**src/rtl/fws_pkg.sv**
```systemverilog
// Package with register map, field layout and reset values for the flash wait-state block
`default_nettype none
package fws_pkg;
  // Register byte offsets on the Avalon-MM slave
  localparam int          ADDR_W      = 4;
  localparam logic [3:0]  OFS_CFG     = 4'h0;
  localparam logic [3:0]  OFS_SPEED   = 4'h4;
  localparam logic [3:0]  OFS_STATUS  = 4'h8;

  // Timing configuration layout
  localparam int          EXEC_LSB    = 6;
  localparam int          READ_LSB    = 4;
  localparam int          WRT_LSB     = 0;
  localparam int          WAIT_W      = 2;
  localparam int          WRT_W       = 4;
  localparam logic [7:0]  CFG_RESET   = 8'h00;

  // Speed select: cycles per instruction is code plus one
  localparam int          SPEED_W     = 3;
  localparam logic [2:0]  SPEED_RESET = 3'h0;

  // Status layout: effective exec cycles, read cycles, table read busy
  localparam int          ST_EXEC_LSB = 0;
  localparam int          ST_READ_LSB = 4;
  localparam int          ST_BUSY_BIT = 8;

  // Counter width, enough for the largest stretch of eight cycles
  localparam int          CNT_W       = 4;
  localparam logic [3:0]  CNT_ONE     = 4'h1;

  // Table read sequencer states
  typedef enum logic [0:0]
  {
    FWS_TR_IDLE = 1'b0,
    FWS_TR_BUSY = 1'b1
  } fws_tread_e;
endpackage
`default_nettype wire

```
**src/rtl/fws_pace.sv**
```systemverilog
// Cycle pacer: pulses once every len cycles while run is high
`timescale 1ns/1ps
`default_nettype none
module fws_pace #(
  parameter int W = 4
) (
  // Clock and reset
  input  wire logic         clock,
  input  wire logic         rst_n,
  // Pacing control
  input  wire logic         run,
  input  wire logic [W-1:0] len,
  output logic              tick
);
  logic [W-1:0] count;
  logic [W-1:0] count_inc;

  // Greater-or-equal compare so a shrinking len never strands the count
  assign count_inc = count + {{(W-1){1'b0}}, 1'b1};
  assign tick      = run && (count_inc >= len);

  // Restart from zero whenever pacing stops or a period ends
  always_ff @(posedge clock or negedge rst_n)
  begin
    if (!rst_n)
      count <= '0;
    else if (!run || tick)
      count <= '0;
    else
      count <= count_inc;
  end
endmodule
`default_nettype wire

```
**src/rtl/fws_top.sv**
```systemverilog
// Flash wait-state configuration, execution pacing and table-read timing
//
// Implementation choices: the Avalon-MM register port and the address map.
`timescale 1ns/1ps
`default_nettype none
module fws_top (
  // Clock and reset
  input  wire logic        clock,
  input  wire logic        rst_n,
  // Avalon-MM register slave
  input  wire logic [3:0]  address,
  input  wire logic        read,
  input  wire logic        write,
  input  wire logic [31:0] writedata,
  input  wire logic [3:0]  byteenable,
  output logic [31:0]      readdata,
  output logic             waitrequest,
  // Instruction execution from flash
  input  wire logic        exec_active,
  output logic             exec_step,
  // Table reads of flash
  input  wire logic        tread_start,
  output logic             tread_busy,
  output logic             tread_done,
  // Stored write timing for the flash writer
  output logic [3:0]       flash_write_timing_field
);
  logic [7:0]                       flash_timing_config;
  logic [fws_pkg::SPEED_W-1:0]      speed_select_register;
  logic                             ack;
  logic [fws_pkg::WAIT_W-1:0]       flash_exec_wait_field;
  logic [fws_pkg::WAIT_W-1:0]       flash_read_wait_field;
  logic [fws_pkg::CNT_W-1:0]        speed_cycles;
  logic [fws_pkg::CNT_W-1:0]        wait_cycles;
  logic [fws_pkg::CNT_W-1:0]        exec_cycles;
  logic [fws_pkg::CNT_W-1:0]        read_cycles;
  logic [fws_pkg::CNT_W-1:0]        tread_len;
  fws_pkg::fws_tread_e              tr_state;
  logic                             tread_tick;
  logic                             acc;
  logic [31:0]                      next_readdata;

  // Field extraction
  assign flash_exec_wait_field    = flash_timing_config[fws_pkg::EXEC_LSB +: fws_pkg::WAIT_W];
  assign flash_read_wait_field    = flash_timing_config[fws_pkg::READ_LSB +: fws_pkg::WAIT_W];
  assign flash_write_timing_field = flash_timing_config[fws_pkg::WRT_LSB +: fws_pkg::WRT_W];

  // Codes map to code plus one cycles
  assign wait_cycles  = {{(fws_pkg::CNT_W-fws_pkg::WAIT_W){1'b0}}, flash_exec_wait_field}
                        + fws_pkg::CNT_ONE;
  assign read_cycles  = {{(fws_pkg::CNT_W-fws_pkg::WAIT_W){1'b0}}, flash_read_wait_field}
                        + fws_pkg::CNT_ONE;
  assign speed_cycles = {{(fws_pkg::CNT_W-fws_pkg::SPEED_W){1'b0}}, speed_select_register}
                        + fws_pkg::CNT_ONE;

  // Slower of the two rates means more cycles per instruction
  assign exec_cycles  = (wait_cycles > speed_cycles) ? wait_cycles : speed_cycles;

  // One wait state per access keeps read data registered
  assign waitrequest = (read || write) && !ack;
  assign acc         = (read || write) && ack;

  // Access handshake phase
  always_ff @(posedge clock or negedge rst_n)
  begin
    if (!rst_n)
      ack <= 1'b0;
    else
      ack <= (read || write) && !ack;
  end

  // Register writes take effect only on the accepting edge
  always_ff @(posedge clock or negedge rst_n)
  begin
    if (!rst_n)
    begin
      flash_timing_config   <= fws_pkg::CFG_RESET;
      speed_select_register <= fws_pkg::SPEED_RESET;
    end
    else if (acc && write && byteenable[0])
    begin
      if (address == fws_pkg::OFS_CFG)
        flash_timing_config <= writedata[7:0];
      else if (address == fws_pkg::OFS_SPEED)
        speed_select_register <= writedata[fws_pkg::SPEED_W-1:0];
    end
  end

  // Read mux; unmapped offsets read as zero
  always_comb
  begin
    next_readdata = 32'h0000_0000;
    case (address)
      fws_pkg::OFS_CFG:
        next_readdata[7:0] = flash_timing_config;
      fws_pkg::OFS_SPEED:
        next_readdata[fws_pkg::SPEED_W-1:0] = speed_select_register;
      fws_pkg::OFS_STATUS:
      begin
        next_readdata[fws_pkg::ST_EXEC_LSB +: fws_pkg::CNT_W] = exec_cycles;
        next_readdata[fws_pkg::ST_READ_LSB +: fws_pkg::CNT_W] = read_cycles;
        next_readdata[fws_pkg::ST_BUSY_BIT]                   = tread_busy;
      end
      default:
        next_readdata = 32'h0000_0000;
    endcase
  end

  // Read data captured in the wait cycle, stands at the accepting edge
  always_ff @(posedge clock or negedge rst_n)
  begin
    if (!rst_n)
      readdata <= 32'h0000_0000;
    else if (read && !ack)
      readdata <= next_readdata;
  end

  // Execution pacer: one instruction every exec_cycles while fetching from flash
  fws_pace #(
    .W (fws_pkg::CNT_W)
  ) u_exec_pace (
    .clock (clock),
    .rst_n (rst_n),
    .run   (exec_active),
    .len   (exec_cycles),
    .tick  (exec_step)
  );

  // Table read sequencer; length latched at start so a config write mid-read is harmless
  always_ff @(posedge clock or negedge rst_n)
  begin
    if (!rst_n)
    begin
      tr_state  <= fws_pkg::FWS_TR_IDLE;
      tread_len <= fws_pkg::CNT_ONE;
    end
    else
    begin
      case (tr_state)
        fws_pkg::FWS_TR_IDLE:
          if (tread_start)
          begin
            tr_state  <= fws_pkg::FWS_TR_BUSY;
            tread_len <= read_cycles;
          end
        fws_pkg::FWS_TR_BUSY:
          if (tread_tick)
            tr_state <= fws_pkg::FWS_TR_IDLE;
        default:
          tr_state <= fws_pkg::FWS_TR_IDLE;
      endcase
    end
  end

  assign tread_busy = (tr_state == fws_pkg::FWS_TR_BUSY);
  assign tread_done = tread_tick;

  // Table read pacer: busy for exactly tread_len cycles
  fws_pace #(
    .W (fws_pkg::CNT_W)
  ) u_tread_pace (
    .clock (clock),
    .rst_n (rst_n),
    .run   (tread_busy),
    .len   (tread_len),
    .tick  (tread_tick)
  );

  // Helper counters watched only by the checks below
  logic [fws_pkg::CNT_W-1:0] since_step;
  logic [fws_pkg::CNT_W-1:0] busy_count;

  always_ff @(posedge clock or negedge rst_n)
  begin
    if (!rst_n)
      since_step <= '0;
    else if (!exec_active || exec_step)
      since_step <= '0;
    else
      since_step <= since_step + fws_pkg::CNT_ONE;
  end

  always_ff @(posedge clock or negedge rst_n)
  begin
    if (!rst_n)
      busy_count <= '0;
    else if (!tread_busy)
      busy_count <= '0;
    else
      busy_count <= busy_count + fws_pkg::CNT_ONE;
  end
endmodule
`default_nettype wire

```
**config.mk**
```make
export PLATFORM = sky130hd
export DESIGN_NAME = fws_top
export DESIGN_NICKNAME = d
export VERILOG_FILES = /design/src/rtl/fws_pkg.sv /design/src/rtl/fws_pace.sv /design/src/rtl/fws_top.sv
export SDC_FILE = /design/constraint.sdc
export NUM_CORES = 1
export LEC_CHECK = 0
export ABC_AREA = 1
export BUFFER_PORTS_ARGS = -buffer_cell sky130_fd_sc_hd__buf_2
export CORE_UTILIZATION = 48
export CTS_CLUSTER_DIAMETER = 100
export CTS_CLUSTER_SIZE = 24
export DETAILED_ROUTE_END_ITERATION = 6
export PLACE_DENSITY = 0.8
export SETUP_SLACK_MARGIN = 0.3
export SYNTH_ARGS = -nofsm -noshare
export SYNTH_HDL_FRONTEND = slang
export SYNTH_SLANG_ARGS = --single-unit
```
**constraint.sdc**
```tcl
create_clock -name clock -period 2.8 [get_ports clock]
set_input_delay 0.28 -clock clock [delete_from_list [all_inputs] [get_ports clock]]
set_output_delay 0.28 -clock clock [all_outputs]
set_load 0.05 [all_outputs]
```
==> results.cfg <==
[status]
status = finished with violations
failed_checks = negative setup slack

[clock_tree]
cts_hold_buf = 0
clockBufferDepth = 2
cts-root-buf = clkbuf_8
cts_sinks = 33
path_clk_slew_ns = 0.07
cts.htree.levels = 2
clk_latency_ns = 0.28
cts_buffers = 5
cts_tree = yes

[routing]
ant_nets = 0
wl_per_cell_um = 11.78
wl_met3_um = 184
drt-initial-drc-count = 62
wl_met1_um = 1809
vias = 1611
wl_met2_um = 1986
firstDrtPassIters = 4
wl_um = 4029
routed.top_layer = met4
drc = 0
via_per_inst = 4.711

[timing]
rsz0062_at_grt = yes
tightest_slew_ns = 0.7142
max_freq_mhz = 341.0
hold_viol_final = 0
setup_viol = 1
max_slew_margin_pct = 52.39
layout_setup_ws_ns = -0.1323
holdWs_ns = 0.04865
period_minus_slack_ns = 2.932
slew_violations = 0
clock-skew-final_ns = 0.003892
min_period_over_period_pct = 104.7

[layout]
multi_input_area_mm2 = 0.001076
layout-drive-gt1-share_pct = 30.14
seqCellArea_um2 = 827.0
fillers = 366
fin_cells = 342
syn2layout_area_growth_pct = 18.32
nets = 352
diodes = 0

[power]
ir_drop_mv = 0.4183
p_leak_nw = 1.299
powerDensity_mw_per_mm2 = 841.0
total_power_mw = 2.059

[synth]
yosysSeqAreaShare_pct = 39.96
ys.flop_type = dfrtp_1
muxShareOfSynthArea_pct = 0
synth_xor_area_share_pct = 0.8464
netlist.area_leader.share_pct = 38.69
synthAdderAreaFrac_pct = 9.069
synth_top_area_cell = dfrtp_1
synth_most_common_cell = nand2_1
syn_area_mm2 = 0.002069
ys_ff_latch = 33
ys_types = 34
synthArstFlopShare_pct = 100.0
synth_enable_flop_cells = 0
synth-simple-area-share_pct = 22.55
synth_compound_area_share_pct = 9.855
syn_inst = 244
synthTopCellsByArea = dfrtp_1 39%, buf_4 9.8%, nand2_1 9.6%, ha_1 9.1%, inv_1 5.8%
synth.top_cells.by_count = 53 x nand2_1, 32 x dfrtp_1, 32 x inv_1, 27 x buf_4, 16 x nor2_1
avgSynthCellArea_um2 = 8.481
ys_warn_count = 0
synth_top_family_by_area = simple AND/OR/NAND/NOR gates

[critical_path]
crit_buf_inv = 3
required_ns = 2.52
cpLargestDelayFamily = adder cells
crit_type = reg -> out
slowest_delay_ns = 0.42
crit_path_frequent_cell = nand2_2
cp-end-kind = output port
crit_arrival_ns = 2.65
crit_path_max_fanout = 4
cp_slowest_cell = dfrtp_1
crit_chain = ha_4 > xnor2_4 > ha_4 > a21oi_2 > nand2_2 > nand2_2 > nand2_2 > nand2_2 > ha_4 > inv_2 > nor2_1 > o211ai_1 > nand3_1 > nand2_1 > inv_1 > buf_6
start_kind = flop

[grt]
grt_max_degree = 34
grt_overflow_total = 0
track_usage_pct = 19.47
grt_pass1_vias = 1490
antenna_found_initial = 0
grt_pass1_wl_um = 6486

[placed_design]
io_buffers = 35
finalWeightedCongestion = 0.8738
dpl_worst_slack_ns = 0.003852
placed_cells = 327
dp_hpwl_um = 2858

[floorplanning]
die_y_um = 67.66
num_rows = 23
io-pin-count = 86
initial_core_util_pct = 51.00
dieArea_mm2 = 0.004578
core-area_mm2 = 0.004058
fp.dieW_um = 67.66

[worst_hold_path]
hold_path.class = in -> async

[run]
drv_cap = 0
[layout by cell type (no fill, tap or decap), drive strengths merged]
master	instances
ha	15
buf	46
o22ai	1
o31ai	1
clkbuf	8
nand3	13
xnor2	2
nand2	55
a31oi	2
conb	24
dfstp	1
a21boi	1
and3	1
o211ai	2
nand4	5
nor2	18
and2	1
a21oi	8
inv	36
or2	2
o21ai	17
nand3b	1
dfrtp	32
[cells by family (layout without fill, tap and decap cells)]
logic type | Yosys count | count (layout)
compound gates | 32 | 32
xor+xnor | 2 | 2
fa+ha+maj | 15 | 15
buf+inv | 65 | 90
flops | 33 | 33
other cells | 1 | 24
simple gates | 96 | 96
[cell type report]
| class | instances | share of cell area, % |
|---|---|---|
| tap | 50 | 2.555 |
| multi-input combinational | 169 | 43.94 |
| inverter | 36 | 5.519 |
| timing repair buffer | 46 | 10.94 |
| clock buffer | 8 | 3.270 |
| sequential | 33 | 33.78 |
[flip-flops by register name, indices dropped and copies added, names as in the netlist]
register,count
u_tread_pace.count,4
tread_busy,1
readdata,9
tread_len,3
flash_timing_config,8
speed_select_register,3
ack,1
u_exec_pace.count,4
[through the flow]
step	cell area, um2	TNS [ns]	utilization (%)
2_1_floorplan	2156	0	-
3_3_place_gp	2196	0	54.12
3_5_place_dp	2196	0	54.12
4_1_cts	2350	-0.1847	57.91
5_1_grt	2449	-0.3082	60.35
6_report	2449	-0.1323	60.35
[per-layer routing]
| layer | up-vias | track usage [%] |
|---|---|---|
| li1 | 826 | - |
| met4 | 0 | 6.383 |
| met3 | 5 | 5.743 |
| met5 | - | 0 |
| met1 | 734 | 24.50 |
| met2 | 46 | 31.68 |
[worst paths after layout]
kind	from	cells past startpoint	slack (ns)	end
max	speed_select_register[0]	16	-0.13	exec_step
min	rst_n	1	0.05	u_tread_pace.count[2]
max reg2reg	speed_select_register[0]	16	0.20	u_exec_pace.count[2]
min reg2reg	ack	1	0.47	ack
max in group asynchronous	rst_n	1	2.29	readdata[7]
min in group clock	writedata[6]	3	0.24	flash_timing_config[6]
[repair_timing]
| item | in CTS | in global routing |
|---|---|---|
| endpoints found under the setup margin | 5 | 5 |
| gates cloned | 0 | 0 |
| gates resized for setup | 8 | 11 |
| buffers inserted | 6 | 1 |
| pin swaps | 5 | 7 |
[report_power, final]
part           internal [mW]  leakage (nW)  switching, mW
Clock                  0.176        0.0395          0.165
Combinational          0.419         0.829          0.675
Sequential             0.563         0.431         0.0606
Power figures use the tool's default switching activity.
